$ cat config.mk
export PLATFORM = sky130hd
export DESIGN_NAME = pci_config_command_id
export DESIGN_NICKNAME = d
export VERILOG_FILES = /design/src/logic/pci_cfg_pkg.sv /design/src/logic/func_command_reg.sv /design/src/logic/error_pin_driver.sv /design/src/logic/pci_config_command_id.sv
export SDC_FILE = /design/constraint.sdc
export NUM_CORES = 1
export LEC_CHECK = 0
export ABC_AREA = 0
export ABC_CLOCK_PERIOD_IN_PS = 3600
export BUFFER_PORTS_ARGS = -buffer_cell sky130_fd_sc_hd__buf_4
export CAP_MARGIN = 20
export CORE_MARGIN = 3
export CORE_UTILIZATION = 48
export DETAILED_ROUTE_END_ITERATION = 7
export PLACE_DENSITY = 0.85
export SETUP_SLACK_MARGIN = 0.02
export SYNTH_ARGS = -nofsm -noshare
export SYNTH_HDL_FRONTEND = slang
export SYNTH_SLANG_ARGS = --single-unit
export TNS_END_PERCENT = 1
$ cat constraint.sdc
create_clock -name clk -period 3.6 [get_ports clk]
set_input_delay 0.72 -clock clk [delete_from_list [all_inputs] [get_ports clk]]
set_output_delay 0.72 -clock clk [all_outputs]
set_load 0.02 [all_outputs]
$ cat src/logic/pci_cfg_pkg.sv
// shared offsets, command field layout and encodings for the configuration block
package pci_cfg_pkg;

  localparam int FUNC_COUNT = 2;

  // configuration offsets (byte addresses)
  localparam logic [7:0] OFS_MANUFACTURER_CODE = 8'h00;
  localparam logic [7:0] OFS_PART_CODE         = 8'h02;
  localparam logic [7:0] OFS_BUS_IF_CONTROL    = 8'h04;

  // bus_interface_control field positions
  localparam int CMD_IO_SPACE_BIT       = 0;
  localparam int CMD_MEM_SPACE_BIT      = 1;
  localparam int CMD_INITIATOR_BIT      = 2;
  localparam int CMD_SPECIAL_CYCLE_BIT  = 3;
  localparam int CMD_WRITE_INVAL_BIT    = 4;
  localparam int CMD_PALETTE_SNOOP_BIT  = 5;
  localparam int CMD_PARITY_RESP_BIT    = 6;
  localparam int CMD_STEPPING_BIT       = 7;
  localparam int CMD_SYS_ERR_REPORT_BIT = 8;
  localparam int CMD_BACK_TO_BACK_BIT   = 9;

  localparam logic [15:0] CMD_RESET_VALUE   = 16'h0000;
  localparam logic [15:0] CMD_WRITABLE_MASK = 16'h0167;
  localparam logic [15:0] STATUS_READ_VALUE = 16'h0000;

  // bus command encodings on the initiator side
  localparam logic [3:0] BUS_CMD_MEM_WRITE        = 4'h7;
  localparam logic [3:0] BUS_CMD_WRITE_INVALIDATE = 4'hF;

  // target space encodings
  localparam logic [1:0] SPACE_NONE = 2'h0;
  localparam logic [1:0] SPACE_MEM  = 2'h1;
  localparam logic [1:0] SPACE_IO   = 2'h2;

  // error pins are asserted for one clock per event
  localparam int ERR_PULSE_CYCLES = 1;

  typedef enum logic [1:0] {
    MST_IDLE    = 2'b00,
    MST_REQUEST = 2'b01,
    MST_OWNER   = 2'b11,
    MST_RELEASE = 2'b10
  } master_state_t;

endpackage

$ cat src/logic/func_command_reg.sv
// one function's bus interface control register with byte lane writes
`timescale 1ns/1ns
module func_command_reg (
  input  wire logic        clk,
  input  wire logic        nrst,
  input  wire logic        wrEn,
  input  wire logic [1:0]  byteEn,
  input  wire logic [15:0] wdata,
  output logic      [15:0] cmd
);
  import pci_cfg_pkg::*;

  logic [15:0] laneMask;

  always_comb begin
    laneMask = {{8{byteEn[1]}}, {8{byteEn[0]}}};
  end

  // hardwired and reserved bits never take a write
  always_ff @(posedge clk or negedge nrst) begin
    if (!nrst) begin
      cmd <= CMD_RESET_VALUE;
    end else if (wrEn) begin
      cmd <= (cmd & ~(laneMask & CMD_WRITABLE_MASK)) | (wdata & laneMask & CMD_WRITABLE_MASK);
    end
  end

endmodule

$ cat src/logic/error_pin_driver.sv
// open-drain error pin: one-clock low pulse, driver gated by an enable
`timescale 1ns/1ns
module error_pin_driver (
  input  wire logic clk,
  input  wire logic nrst,
  input  wire logic fire,
  input  wire logic driverEnable,
  output logic      pinOut,
  output logic      pinOe
);
  import pci_cfg_pkg::*;

  logic [1:0] pulseCount;

  always_ff @(posedge clk or negedge nrst) begin
    if (!nrst) begin
      pulseCount <= 2'h0;
    end else if (fire && driverEnable) begin
      pulseCount <= 2'(ERR_PULSE_CYCLES);
    end else if (pulseCount != 2'h0) begin
      pulseCount <= pulseCount - 2'h1;
    end
  end

  // pin released to the pull-up whenever the driver is disabled
  always_ff @(posedge clk or negedge nrst) begin
    if (!nrst) begin
      pinOut <= 1'b1;
      pinOe  <= 1'b1;
    end else begin
      pinOut <= 1'b0;
      pinOe  <= !((fire || (pulseCount > 2'h1)) && driverEnable);
    end
  end

endmodule

$ cat src/logic/pci_config_command_id.sv
// identification and bus interface control registers of a two-function bridge
`timescale 1ns/1ns

module pci_config_command_id #(
  parameter logic [15:0] MANUFACTURER_CODE = 16'h1234, // arbitrary value
  parameter logic [15:0] PART_CODE         = 16'h5678  // arbitrary value
) (
  input  wire logic        clk,
  input  wire logic        nrst,
  input  wire logic        cfgAccess,
  input  wire logic        cfgWrite,
  input  wire logic        cfgFunc,
  input  wire logic [7:0]  cfgAddr,
  input  wire logic [3:0]  cfgByteEn,
  input  wire logic [31:0] cfgWdata,
  output logic      [31:0] cfgRdata,
  output logic             cfgDone,
  input  wire logic        targetValid,
  input  wire logic        targetFunc,
  input  wire logic [1:0]  targetSpace,
  input  wire logic        targetWrite,
  input  wire logic        targetPalette,
  input  wire logic        targetSpecial,
  input  wire logic [7:0]  targetData,
  output logic             targetClaim,
  output logic             targetClaimFunc,
  output logic             paletteCapture,
  output logic      [7:0]  paletteData,
  input  wire logic [1:0]  masterReq,
  input  wire logic [7:0]  masterCmd,
  input  wire logic        busGrant,
  input  wire logic        masterDone,
  output logic             busRequest,
  output logic             masterActive,
  output logic             masterFunc,
  output logic      [3:0]  busCmd,
  output logic             backToBackActive,
  input  wire logic        addrParityErr,
  input  wire logic        dataParityErr,
  output logic             serrOut,
  output logic             serrOe,
  output logic             perrOut,
  output logic             perrOe,
  output logic             parityResponseActive,
  output logic             systemErrorReportActive
);
  import pci_cfg_pkg::*;

  logic [15:0]       cmdReg [FUNC_COUNT];
  logic [15:0]       cmdView [FUNC_COUNT];
  logic [FUNC_COUNT-1:0] ioEnable;
  logic [FUNC_COUNT-1:0] memEnable;
  logic [FUNC_COUNT-1:0] initiator_enable;
  logic [FUNC_COUNT-1:0] paletteSnoop;
  logic [FUNC_COUNT-1:0] parity_response_enable;
  logic [FUNC_COUNT-1:0] system_error_report_enable;
  logic [FUNC_COUNT-1:0] cmdWrite;
  logic              parityEnAny;
  logic              sysErrEnAny;
  logic              addrIsId;
  logic              addrIsCmd;
  logic [31:0]       next_cfgRdata;
  logic              snoopHit;
  logic              next_targetClaim;
  logic [3:0]        ownerCmd;
  logic              ownerFunc;
  logic              pickValid;
  logic              pickFunc;
  logic              lastOwner;
  master_state_t     mstState;
  master_state_t     next_mstState;

  // one control register per function
  genvar f;
  generate
    for (f = 0; f < FUNC_COUNT; f = f + 1) begin : g_func
      assign cmdWrite[f] = cfgAccess && cfgWrite && (cfgFunc == 1'(f)) && addrIsCmd;

      func_command_reg u_cmd (
        .clk    (clk),
        .nrst   (nrst),
        .wrEn   (cmdWrite[f]),
        .byteEn (cfgByteEn[1:0]),
        .wdata  (cfgWdata[15:0]),
        .cmd    (cmdReg[f])
      );

      // read-only bits forced low on the way out as well
      always_comb begin
        cmdView[f] = cmdReg[f] & CMD_WRITABLE_MASK;
      end

      assign ioEnable[f]                   = cmdReg[f][CMD_IO_SPACE_BIT];
      assign memEnable[f]                  = cmdReg[f][CMD_MEM_SPACE_BIT];
      assign initiator_enable[f]           = cmdReg[f][CMD_INITIATOR_BIT];
      assign paletteSnoop[f]               = cmdReg[f][CMD_PALETTE_SNOOP_BIT];
      assign parity_response_enable[f]     = cmdReg[f][CMD_PARITY_RESP_BIT];
      assign system_error_report_enable[f] = cmdReg[f][CMD_SYS_ERR_REPORT_BIT];
    end
  endgenerate

  // error enables look separate to software but act as one
  assign parityEnAny = |parity_response_enable;
  assign sysErrEnAny = |system_error_report_enable;

  // configuration decode works on whole dwords
  assign addrIsId  = (cfgAddr[7:2] == OFS_MANUFACTURER_CODE[7:2]);
  assign addrIsCmd = (cfgAddr[7:2] == OFS_BUS_IF_CONTROL[7:2]);

  always_comb begin
    next_cfgRdata = 32'h0000_0000;
    if (addrIsId) begin
      next_cfgRdata[OFS_PART_CODE[1:0]*8 +: 16]         = PART_CODE;
      next_cfgRdata[OFS_MANUFACTURER_CODE[1:0]*8 +: 16] = MANUFACTURER_CODE;
    end else if (addrIsCmd) begin
      next_cfgRdata = {STATUS_READ_VALUE, cmdView[cfgFunc]};
    end
  end

  // read data and completion strobe follow the access by one clock
  always_ff @(posedge clk or negedge nrst) begin
    if (!nrst) begin
      cfgDone <= 1'b0;
    end else begin
      cfgDone <= cfgAccess;
    end
  end

  always_ff @(posedge clk or negedge nrst) begin
    if (!nrst) begin
      cfgRdata <= 32'h0000_0000;
    end else if (cfgAccess && !cfgWrite) begin
      cfgRdata <= next_cfgRdata;
    end
  end

  // target claim decision
  assign snoopHit = targetValid && targetPalette && targetWrite && paletteSnoop[targetFunc];

  always_comb begin
    next_targetClaim = 1'b0;
    if (targetValid && !targetSpecial && !snoopHit) begin
      case (targetSpace)
        SPACE_MEM: begin
          next_targetClaim = memEnable[targetFunc];
        end
        SPACE_IO: begin
          next_targetClaim = ioEnable[targetFunc];
        end
        default: begin
          next_targetClaim = 1'b0;
        end
      endcase
    end
  end

  always_ff @(posedge clk or negedge nrst) begin
    if (!nrst) begin
      targetClaim <= 1'b0;
    end else begin
      targetClaim <= next_targetClaim;
    end
  end

  always_ff @(posedge clk or negedge nrst) begin
    if (!nrst) begin
      targetClaimFunc <= 1'b0;
    end else if (targetValid) begin
      targetClaimFunc <= targetFunc;
    end
  end

  // snooped palette data is kept until the next snooped write
  always_ff @(posedge clk or negedge nrst) begin
    if (!nrst) begin
      paletteCapture <= 1'b0;
    end else begin
      paletteCapture <= snoopHit;
    end
  end

  always_ff @(posedge clk or negedge nrst) begin
    if (!nrst) begin
      paletteData <= 8'h00;
    end else if (snoopHit) begin
      paletteData <= targetData;
    end
  end

  // initiator arbitration between the two functions, alternating on ties
  always_comb begin
    pickValid = 1'b0;
    pickFunc  = 1'b0;
    if (masterReq[0] && initiator_enable[0] && masterReq[1] && initiator_enable[1]) begin
      pickValid = 1'b1;
      pickFunc  = !lastOwner;
    end else if (masterReq[0] && initiator_enable[0]) begin
      pickValid = 1'b1;
      pickFunc  = 1'b0;
    end else if (masterReq[1] && initiator_enable[1]) begin
      pickValid = 1'b1;
      pickFunc  = 1'b1;
    end
  end

  // write-invalidate never leaves the device; a plain write goes instead
  always_comb begin
    ownerCmd = masterCmd[masterFunc*4 +: 4];
    if (ownerCmd == BUS_CMD_WRITE_INVALIDATE) begin
      ownerCmd = BUS_CMD_MEM_WRITE;
    end
  end

  assign ownerFunc = masterFunc;

  always_comb begin
    next_mstState = mstState;
    case (mstState)
      MST_IDLE: begin
        if (pickValid) begin
          next_mstState = MST_REQUEST;
        end
      end
      MST_REQUEST: begin
        // a request withdrawn or disabled before the grant is dropped
        if (!masterReq[ownerFunc] || !initiator_enable[ownerFunc]) begin
          next_mstState = MST_IDLE;
        end else if (busGrant) begin
          next_mstState = MST_OWNER;
        end
      end
      MST_OWNER: begin
        // a tenure already granted runs to completion
        if (masterDone) begin
          next_mstState = MST_RELEASE;
        end
      end
      MST_RELEASE: begin
        next_mstState = MST_IDLE;
      end
      default: begin
        next_mstState = MST_IDLE;
      end
    endcase
  end

  always_ff @(posedge clk or negedge nrst) begin
    if (!nrst) begin
      mstState <= MST_IDLE;
    end else begin
      mstState <= next_mstState;
    end
  end

  always_ff @(posedge clk or negedge nrst) begin
    if (!nrst) begin
      masterFunc <= 1'b0;
    end else if (mstState == MST_IDLE && pickValid) begin
      masterFunc <= pickFunc;
    end
  end

  // remembered at release so the next tie goes to the other function
  always_ff @(posedge clk or negedge nrst) begin
    if (!nrst) begin
      lastOwner <= 1'b1;
    end else if (mstState == MST_RELEASE) begin
      lastOwner <= masterFunc;
    end
  end

  always_ff @(posedge clk or negedge nrst) begin
    if (!nrst) begin
      busRequest   <= 1'b0;
      masterActive <= 1'b0;
    end else begin
      busRequest   <= (next_mstState == MST_REQUEST);
      masterActive <= (next_mstState == MST_OWNER);
    end
  end

  // command frozen at grant so a later change cannot disturb the tenure
  always_ff @(posedge clk or negedge nrst) begin
    if (!nrst) begin
      busCmd <= 4'h0;
    end else if (mstState == MST_REQUEST && next_mstState == MST_OWNER) begin
      busCmd <= ownerCmd;
    end
  end

  // fast back-to-back is never generated, the flag stays low
  always_ff @(posedge clk or negedge nrst) begin
    if (!nrst) begin
      backToBackActive <= 1'b0;
    end else begin
      backToBackActive <= 1'b0;
    end
  end

  // error reporting
  error_pin_driver u_serr (
    .clk          (clk),
    .nrst         (nrst),
    .fire         (addrParityErr && parityEnAny),
    .driverEnable (sysErrEnAny),
    .pinOut       (serrOut),
    .pinOe        (serrOe)
  );

  error_pin_driver u_perr (
    .clk          (clk),
    .nrst         (nrst),
    .fire         (dataParityErr),
    .driverEnable (parityEnAny),
    .pinOut       (perrOut),
    .pinOe        (perrOe)
  );

  // effective combined enables, visible to the rest of the bridge
  always_ff @(posedge clk or negedge nrst) begin
    if (!nrst) begin
      parityResponseActive <= 1'b0;
    end else begin
      parityResponseActive <= parityEnAny;
    end
  end

  always_ff @(posedge clk or negedge nrst) begin
    if (!nrst) begin
      systemErrorReportActive <= 1'b0;
    end else begin
      systemErrorReportActive <= sysErrEnAny;
    end
  end

endmodule

== Yosys cells after proc, flatten, opt, wreduce, memory -nomap -nowiden ==
Cells that the tools add are included.
Word-level totals
  register bits: 95
  bits of input ports: 78
  output and inout port bits: 58
  word-level logic and storage cells: 119
Operators by class
  add/sub/neg operators: 2
  $lt $le $gt $ge: 5
  eq/ne operators: 9
  shift operators: 1
  multiplexer cells: 32
  bitwise gates (word level): 8
  reduce and logical (&&, ||, !) cells: 41
Operators with widths (count)
  $mux 16: 3
  $and 16x16->16: 2
  $or 16x9->16: 2
  $mux 31: 1
  $logic_and 1x1->1: 22
  $mux 1: 16
  $mux 2: 8
  $not 9->16: 1
  $and 9x9->9: 1
  $mux 9: 1
  $eq 2x2->1 const B: 4
  $logic_not 1->1: 8
  $pmux 2 s4: 1
  $reduce_bool 2->1: 4
  $shiftx 8x4->4: 1
  $eq 2x1->1 const B: 3
  $eq 6x1->1 const B: 1
  $logic_not 6->1: 1
  $eq 4x4->1 const B: 1
  $gt 2x1->1 const B: 2
  $lt 1x2->1 const B: 2
  $mux 4: 1
  $reduce_or 2->1: 2
  $sub 2x1->2 const B: 2
  6 further kinds: 8

== Depth between registers and ports, before layout ==
Gate-level depths: netlist of the first run.
  word-level depth: 8
  mapped depth: 5
  gate-level depth less buffers: 5

== Modules after synthesis ==
A second synthesis of the first run with hierarchy kept.
Second synthesis, totals
  cell total of the unflattened synthesis: 231
  area total of the unflattened synthesis: 2645.0 um2
Modules (own cells, without submodules)
  pci_config_command_id: instances 1, cells an instance 149, area each 1669.1 um2, seq. area each 777.0 um2
  func_command_reg: instances 2, cells an instance 25, area each 306.5 um2, seq. area each 150.1 um2
  error_pin_driver: instances 2, cells an instance 16, area each 181.4 um2, seq. area each 102.6 um2

== Worst setup path after synthesis of the first run ==
OpenSTA, ideal clock, no wires.
  path kind: input -> register
  from: input cfgAddr[5]
  to: register with a tool-made name
  setup time: 0.125 ns
  arrival time: 1.997 ns
  required time: 3.475 ns
  slack: 1.479 ns
  stages on the path: 4
  path buffers: 1
  path through: or4_1 buf_2 nor3_4 mux2_2
RTL lines
  from (decl): line pci_config_command_id.sv:13  | input wire logic [7:0] cfgAddr,

==> summary.md, run 1 <==
| Metric | Value |
|---|---|
| Distinct cell type count after synthesis | 39 |
| CTS Buffer Depth | 2 |
| Initial antenna violation count | 0 |
| Rel. slew slack | 0.5733 |
| Vias/cell | 5.028 |
| DR vias | 1,790 |
| Critical path class | primary input to register |
| CP peak stage delay | 0.71 ns |
| Width of the die | a little under 80 um |
| Peak supply drop | 0.2364 mV |
| CP Cell Sequence | buf_4 -> or4_1 -> nor3_4 -> mux2_2 |
| Clock period minus worst slack | about 2.1 ns |
| Final non-filler cell total | roughly 360 |
| Final period util | 0.5889 |
| Top FF cell, synth | dfrtp_1 |
| Vias in the first global route | approximately 1,800 |
| Iter 0 DRT Violations | 69 |
| F_max | roughly 470 MHz |
| Count of clock tree sinks | 50 |
| Fin. max-slew vios | 0 |
| Synth top area share | 0.4616 |
| Async SR Flop Fraction | 1.000 |
| CTS Hold Buffers Added | 0 |
| CP Capture Type | register |
| # DRC | 0 |
| Fillers | around 410 |
| CTS tree | yes |
| Placer Congestion | about 0.77 |
| Commonest non-fill, non-tap cells in the layout | 89 x buf_4, 46 x dfrtp_1, 31 x mux2_2 |
| Crit Path Max Fanout | 8 |
| Synth Register Bits | 50 |
| Max-cap viol count | 0 |
| Sequential fraction of the synthesis area | 0.5038 |
| Post-synth EDFFs | 0 |
| DIE AREA | around 0.006 mm2 |
| CP startpoint | cfgAddr[5] |
| Commonest non-fill, non-tap cell in the layout | buf_4 |
| I/O pins | about 140 |
| Post_cts resized | 0 |
| Total track usage | 0.1749 |
| Critical-path top delay cell | or4_1 |
| Cells after DPL | between 300 and 400 |
| Layout cells sized above 1 | 0.4775 |
| Synth area leaders | dfrtp_1 46%, mux2_2 14%, buf_4 8.1%, dfstp_2 4.2%, mux2i_1 3.2% |
| Largest net degree at the start of global routing | 51 |
| Setup TNS | 0 ns |
| Setup Skew | about 0.0075 ns |
| Run status | completed |
| Reg2reg end | busCmd[0]$_DFFE_PN0P_ |
| P per Cell Area | 431.5 mW/mm2 |
| WL final | between 5000 and 6000 um |
| Critical Path RT | 3.79 ns |
| Clk_lat worst skew | around 0.30 ns |
| Final Hold Fails | 0 |
| Synth warn | 0 |
| Root buffer cell | clkbuf_8 |
| I/O Buffers | between 80 and 90 |
| TritonCTS buffer count | 5 |
| Reg2Reg Setup Slack | ~1.8 ns |
| Synth Cell Area | about 0.0025 mm2 |
| Cell family with most CP delay | simple AND/OR/NAND/NOR gates |
| Leak pwr | approximately 1.7 nW |
| Htree depth | 2 |
| WL/cell | between 10 and 15 um |
| Nets | 372 |
| Synth Instances | between 200 and 250 |
| First drt pass iteration count | 4 |
| Setup crit start kind | primary input |
| Postcts setup bufs | 0 |
| Worst Tran Pin Value | 0.6401 ns |
| Critical Path AT | between 2 and 2.5 ns |
| Worst hold path type | primary input to async pin |
| Synthesized area per cell | 11.87 um2 |
| Register-to-Register Path Depth | 3 |
| First-pass GRT wire length | 8452 um |
| Core area | a little under 0.005 mm2 |
| Layout Utilization | 0.6538 |
| WP buf/inv | 1 |
| Reg2reg start | masterFunc$_DFFE_PN0P_ |
| DIE HEIGHT | slightly below 80 um |
| Starting Density | 0.5110 |
| Final ANT Viol Nets | 0 |
| Unrepaired setup endpoints after global routing | false |
| ANT cells | 0 |
| Remaining global-route overflow | 0 |
| Cell Rows | 25 |
| # setup viols final | 0 |
| Post-synth top area cell | dfrtp_1 |
| CP Depth | 4 |
| Worst-path clk slew | 0.08 ns |
| Synth-to-layout area growth | 27.95% |
| HPWL Detailed | 3984 um |
==> Yosys cell counts, types with 4 or more instances <==
library cell and instances:
dfrtp_1 46, mux2_2 31, buf_4 27, inv_1 9, nand2_1 9, mux2i_1 8, a21oi_1 7, ha_1 6
clkbuf_1 5, nor2_1 5, o31ai_1 5, dfstp_2 4, nand2b_1 4, nand4b_1 4
==> layout make-up <==
cell class	instances	area, um2	share of cell area
multi-input combinational	133	1032	0.3235
tap	67	83.83	0.02627
clock inverter	1	30.03	0.009412
timing repair buffer	89	668.1	0.2094
clock buffer	7	86.33	0.02706
inverter	9	33.78	0.01059
sequential	50	1256	0.3937
==> power breakdown <==
group	leakage (nW)	switching, W	total, W	internal [W]
Clock	0.0585	0.000180	0.000407	0.000227
Combinational	0.959	0.000161	0.000314	0.000153
Sequential	0.662	0.0000447	0.000656	0.000611
==> worst reg2reg max path, delay by kind of cell (launching register included) <==
family	cells	cell delay (ns)
DFF	1	0.51
AOI/OAI and AO/OA	1	0.50
muxes	1	0.40
and+or+nand+nor	1	0.30
==> kinds of logic after synthesis <==
kind of cell,count (synthesis),synth area share
adders and majority gates,6,0.03010
AOI/OAI and AO/OA,27,0.07728
DFF,50,0.5038
xor gates and xnor gates,2,0.007026
buffers and inverters,43,0.1064
muxes,39,0.1721
other,1,0.001504
and+or+nand+nor,42,0.1019
==> worst min-delay path by stage <==
stage / to / cells after the start / slack, ns
after floorplan: async pin / 0 / 0.42
after global placement: u_serr.pinOe$_DFF_PN1_ / 1 / 0.44
after detailed placement: u_serr.pinOe$_DFF_PN1_ / 1 / 0.45
after CTS: targetClaimFunc$_DFFE_PN0P_ / 1 / 0.46
after global routing: systemErrorReportActive$_DFF_PN0_ / 1 / 0.48
final: parityResponseActive$_DFF_PN0_ / 1 / 0.44
==> metrics by stage <==
stage	setup WS, ns	power, W	hold WS [ns]	cell area (um2)
finish	1.480	0.001377	0.4388	3191
global route	1.420	0.001452	0.4760	3191
CTS	1.474	0.001388	0.4572	3191
detailed placement	1.154	0.0009839	0.4496	3074
global placement	1.164	0.0009638	0.4371	3074
floorplan	1.479	0.0008796	0.4157	2554
==> layer usage <==
layer  routed length [um]  vias to the layer above  global-route usage
met5                    0                        -                   0
met4                   90                        0             0.06469
met3                  310                        9             0.03440
met2                 2686                       60              0.3048
met1                 2121                      872              0.2150
li1                     -                      849                   -
No activity file was read; power rests on OpenSTA's default activity.
==> run 2, diff against run 1 <==
Settings changed: ABC_CLOCK_PERIOD_IN_PS 3600 to 2050, CORE_UTILIZATION 48 to 45, PLACE_DENSITY 0.85 to 0.81.
Clock period 3.6 ns to 2.05 ns, I/O delays scaled along.
==> summary.md, run 2 (synthesis gave the netlist of run 1 again) <==
| Metric | Value |
|---|---|
| Core area | 0.005238 mm2 (+7.3%) |
| First drt pass iteration count | 4 (unchanged) |
| Leak pwr | 1.698 nW (+1.1%) |
| Final period util | 0.8670 |
| WP buf/inv | 2 (+1) |
| Met1 wire length | 2052 um (-3.3%) |
| First-pass GRT wire length | 8121 um (-3.9%) |
| Setup Skew | 0.008199 ns (+0.0006591 ns) |
| Setup crit start kind | primary input |
| Htree depth | 2 (unchanged) |
| Commonest non-fill, non-tap cell in the layout | buf_4 |
| Fin. max-slew vios | 0 (unchanged) |
| Synth-to-layout area growth | 29.35% |
| Run status | completed |
| Critical path class | primary input to register |
| F_max | approximately 560 MHz |
| I/O Buffers | 89 (unchanged) |
| CTS Buffer Depth | 2 (unchanged) |
| CP peak stage delay | 0.65 ns (-0.06 ns) |
| DR top layer | met4 |
| Unrepaired setup endpoints after global routing | false |
| FF/Latch Area | 0.001256 mm2 (unchanged) |
| Starting Density | 0.4761 (-0.03491) |
| DIE AREA | 0.006471 mm2 (+6.1%) |
| Cells after DPL | 356 (+2.3%) |
| Largest net degree at the start of global routing | 51 (unchanged) |
| TritonCTS buffer count | 5 (unchanged) |
| Layout cells sized above 1 | 0.4864 (+0.008886) |
| Met3 wire len | 256 um (-17%) |
| Clk_lat worst skew | 0.30 ns (about the same) |
| Peak supply drop | 0.5123 mV (+120%) |
| Worst hold path type | primary input to async pin |
| Cell family with most CP delay | simple AND/OR/NAND/NOR gates |
| Initial antenna violation count | 0 (unchanged) |
| DIE HEIGHT | 80.44 um (+3.0%) |
| CP most frequent cell | buf_4 |
| CP Cell Sequence | buf_4 -> or4_1 -> buf_4 -> nor3_1 -> mux2_2 |
| HPWL Detailed | 3966 um (-0.44%) |
| Width of the die | 80.44 um (+3.0%) |
| Area of the multi-input gates | 0.001032 mm2 (unchanged) |
| DR WL met2 | 2698 um (+0.45%) |
| Clock period minus worst slack | roughly 1.8 ns |
| Crit Path Max Fanout | 6 (-2) |
| Commonest non-fill, non-tap cells in the layout | 94 x buf_4, 46 x dfrtp_1, 31 x mux2_2 |
| Post-route setup slack | 0.2726 ns (-1.207 ns) |
| Critical-path top delay cell | or4_1 |
| Cell Rows | 26 (+4.0%) |
| ANT cells | 0 (unchanged) |
| Total track usage | 0.1611 (-0.01378) |
| Count of clock tree sinks | 50 (unchanged) |
| Max-cap viol count | 0 (unchanged) |
| Final ANT Viol Nets | 0 (unchanged) |
| Placer Congestion | 0.7523 (-2.1%) |
| CTS tree | yes |
| # setup viols final | 0 (unchanged) |
| Final non-filler cell total | 364 (+2.2%) |
| Root buffer cell | clkbuf_8 |
| Fillers | 429 (+5.7%) |
| Worst-path clk slew | 0.09 ns (about the same) |
| Worst Tran Pin Value | 0.6073 ns (-0.03278 ns) |
| Nets | 377 (+1.3%) |
| CTS Hold Buffers Added | 0 (unchanged) |
| DR vias | 1,787 (-0.17%) |
| I/O pins | 136 (unchanged) |
| WL final | 5077 um (-2.5%) |
| CP Capture Type | register |
| # DRC | 0 (unchanged) |
| Vias in the first global route | 1,800 (+0.90%) |
| Remaining global-route overflow | 0 (unchanged) |
| Final Hold Fails | 0 (unchanged) |
| P per Cell Area | 740.4 mW/mm2 (+72%) |
| Post_cts resized | 0 (unchanged) |
| WL/cell | 13.95 um (-4.7%) |
| Vias/cell | 4.909 (-2.4%) |
| Rel. slew slack | 0.5951 (+0.02185) |
| Pre-CTS setup slack | -0.04436 ns (-1.198 ns) |
| Postcts setup bufs | 0 (unchanged) |
| Critical Path RT | 2.23 ns (-1.56 ns) |
| Critical Path AT | 1.96 ns (-0.35 ns) |
| Iter 0 DRT Violations | 47 (-32%) |
[run 2: path summary, 6_finish.rpt]
check / startpoint / to / slack (ns) / cells after the start
worst max-delay path: cfgAddr[5] / register / 0.27 / 5
worst min-delay path: nrst / parityResponseActive$_DFF_PN0_ / 0.13 / 1
worst max register to register: masterFunc$_DFFE_PN0P_ / busCmd[1]$_DFFE_PN0P_ / 0.45 / 4
worst min register to register: u_serr.pulseCount[1]$_DFFE_PN0P_ / u_serr.pinOe$_DFF_PN1_ / 0.47 / 1
max in group asynchronous: nrst / busCmd[1]$_DFFE_PN0P_ / 1.52 / 1
min in group clk: cfgAccess / cfgDone$_DFF_PN0_ / 0.27 / 1
[run 2: layout make-up]
cell class | count | area share
Sequential cell | 50 | 0.3894
Multi-Input combinational cell | 133 | 0.3200
Timing Repair Buffer | 94 | 0.2188
Tap cell | 70 | 0.02715
Clock buffer | 6 | 0.02250
Clock inverter | 2 | 0.01164
Inverter | 9 | 0.01047
[run 2: metrics by stage]
stage	power [W]	utilization	hold slack [ns]	TNS, ns	cell area (um2)
floorplan	0.001545	-	0.1144	0	2554
global placement	0.001691	0.5948	0.4349	0	3115
detailed placement	0.001727	0.5948	0.4639	-0.05395	3115
CTS	0.002415	0.6159	0.1459	0	3226
global route	0.002521	0.6159	0.1616	0	3226
finish	0.002388	0.6159	0.1260	0	3226
[run 2: report_power, final]
part | total, W | switching, W | internal (W)
Sequential | 0.00115 | 0.0000806 | 0.00107
Clock | 0.000689 | 0.000325 | 0.000364
Combinational | 0.000545 | 0.000274 | 0.000270
[run 2: metal layers]
layer  vias to the layer above  track usage
li1                        861            -
met1                       864       0.1946
met2                        58       0.2881
met3                         4      0.02242
met4                         0      0.06250
met5                         -            0
[run 2: worst reg2reg max path, stage by stage, from the launching register on]
cell and delay, ns:
dfrtp_1 0.51, nand3b_1 0.30, a21oi_1 0.19, buf_4 0.17, mux2_2 0.33
==> run 3, diff against run 2 <==
Settings changed: PLACE_DENSITY 0.81 to 0.8.
==> summary.md, run 3 (synthesis gave the netlist of run 1 again) <==
| Metric | Value |
|---|---|
| Clk_lat worst skew | 0.30 ns (about the same) |
| Synth-to-layout area growth | 28.75% |
| Run status | completed |
| Postcts setup bufs | 0 (unchanged) |
| WL/cell | 13.96 um (about the same) |
| Root buffer cell | clkbuf_8 |
| Final Hold Fails | 0 (unchanged) |
| Post-route setup slack | 0.2661 ns (-0.006514 ns) |
| Total track usage | 0.1623 (+0.001201) |
| Cells after DPL | 354 (-0.56%) |
| Nets | 375 (-0.53%) |
| DIE HEIGHT | 80.44 um (unchanged) |
| Starting Density | 0.4761 (unchanged) |
| Worst hold path type | primary input to async pin |
| # DRC | 0 (unchanged) |
| Fin. max-slew vios | 0 (unchanged) |
| Post_cts resized | 0 (unchanged) |
| TritonCTS buffer count | 5 (unchanged) |
| First-pass GRT wire length | 8190 um (+0.85%) |
| Leak pwr | 1.687 nW (-0.66%) |
| Setup TNS | 0 ns (unchanged) |
| Critical Path AT | 1.97 ns (about the same) |
| ANT cells | 0 (unchanged) |
| Fin area | 0.003211 mm2 (-0.47%) |
| WL final | 5054 um (-0.45%) |
| HPWL Detailed | 3916 um (-1.3%) |
| Final period util | 0.8702 (+0.003178) |
| Rel. slew slack | 0.5887 (-0.006492) |
| Cell Rows | 26 (unchanged) |
| Setup Skew | 0.005929 ns (-0.002269 ns) |
| Setup crit start kind | primary input |
| Register-to-Register Path Depth | 4 (unchanged) |
| Initial antenna violation count | 0 (unchanged) |
| # setup viols final | 0 (unchanged) |
| Max-cap viol count | 0 (unchanged) |
| Commonest non-fill, non-tap cell in the layout | buf_4 |
| Crit Path Max Fanout | 5 (-1) |
| Final ANT Viol Nets | 0 (unchanged) |
| CTS Hold Buffers Added | 0 (unchanged) |
| Core area | 0.005238 mm2 (unchanged) |
| Critical Path RT | 2.24 ns (about the same) |
| Vias/cell | 4.972 (+1.3%) |
| Peak supply drop | 0.4604 mV (-10%) |
| Htree depth | 2 (unchanged) |
| Tot Pwr | 0.002389 W (about the same) |
| P per Cell Area | 744.0 mW/mm2 (+0.50%) |
| Worst Tran Pin Value | 0.6170 ns (+0.009738 ns) |
| Clock period minus worst slack | 1.784 ns (+0.006514 ns) |
| Width of the die | 80.44 um (unchanged) |
| Reg2Reg Setup Slack | 0.47 ns (+0.02 ns) |
| I/O pins | 136 (unchanged) |
| F_max | 560.6 MHz (-0.37%) |
| Placer Congestion | 0.7655 (+1.8%) |
| Remaining global-route overflow | 0 (unchanged) |
| Reg2reg start | masterFunc$_DFFE_PN0P_ |
| DR vias | 1,800 (+0.73%) |
| Commonest non-fill, non-tap cells in the layout | 92 x buf_4, 46 x dfrtp_1, 31 x mux2_2 |
| Count of clock tree sinks | 50 (unchanged) |
| Critical path class | primary input to register |
| Layout cells sized above 1 | 0.4829 (-0.003518) |
| Vias in the first global route | 1,816 (+0.89%) |
| CTS Buffer Depth | 2 (unchanged) |
| CP Capture Type | register |
| Pre-CTS setup slack | -0.04641 ns (-0.002048 ns) |
| Final non-filler cell total | 362 (-0.55%) |
| DP Area | 0.003100 mm2 (-0.48%) |
| I/O Buffers | 89 (unchanged) |
| Unrepaired setup endpoints after global routing | false |
| Largest net degree at the start of global routing | 51 (unchanged) |
| CTS tree | yes |
| DIE AREA | 0.006471 mm2 (unchanged) |
| First drt pass iteration count | 4 (unchanged) |
| Worst-path clk slew | 0.09 ns (about the same) |
| Reg2reg end | busCmd[2]$_DFFE_PN0P_ |
| Iter 0 DRT Violations | 52 (+11%) |
[run 3: power breakdown]
| part | switching (W) | leakage [nW] | internal (W) |
|---|---|---|---|
| registers | 0.0000793 | 0.662 | 0.00107 |
| clock network | 0.000325 | 0.0514 | 0.000364 |
| logic | 0.000276 | 0.973 | 0.000271 |
[run 3: area by class of cell]
class	count	area [um2]
fillers	442	2027
repair buffers	92	690.7
well taps	70	87.58
multi-input cells	133	1032
flip-flops and latches	50	1256
clock buffers	6	72.57
clock inverters	2	37.54
inverters	9	33.78
[run 3: metrics by stage]
stage,util,hold slack (ns)
detailed placement,0.5920,0.4492
floorplan,-,0.1144
finish,0.6130,0.1262
CTS,0.6130,0.1415
global placement,0.5920,0.4365
global route,0.6130,0.1780
[run 3: layer usage]
layer,vias to the layer above,wire [um],GRT usage,share of wire
li1,853,-,-,-
met1,879,2052,0.1931,0.41
met2,61,2665,0.2922,0.53
met3,7,238,0.01345,0.047
met4,0,97,0.07939,0.019
met5,-,0,0,0
[run 3: worst max-delay path by stage]
stage,startpoint,to,slack [ns],cells past startpoint
3_3_place_gp,cfgAddr[5],register,-0.04,5
5_1_grt,cfgAddr[5],cfgRdata[5]$_DFFE_PN0P_,0.18,5
4_1_cts,cfgAddr[5],register,0.28,5
3_5_place_dp,cfgAddr[5],register,-0.05,5
6_report,cfgAddr[5],register,0.27,5
2_1_floorplan,cfgAddr[5],register,0.24,4
[run 3: critical path: stages]
cell and delay, ns:
buf_4 0.10, or4_1 0.69, buf_4 0.21, nor3_1 0.20, mux2_2 0.36
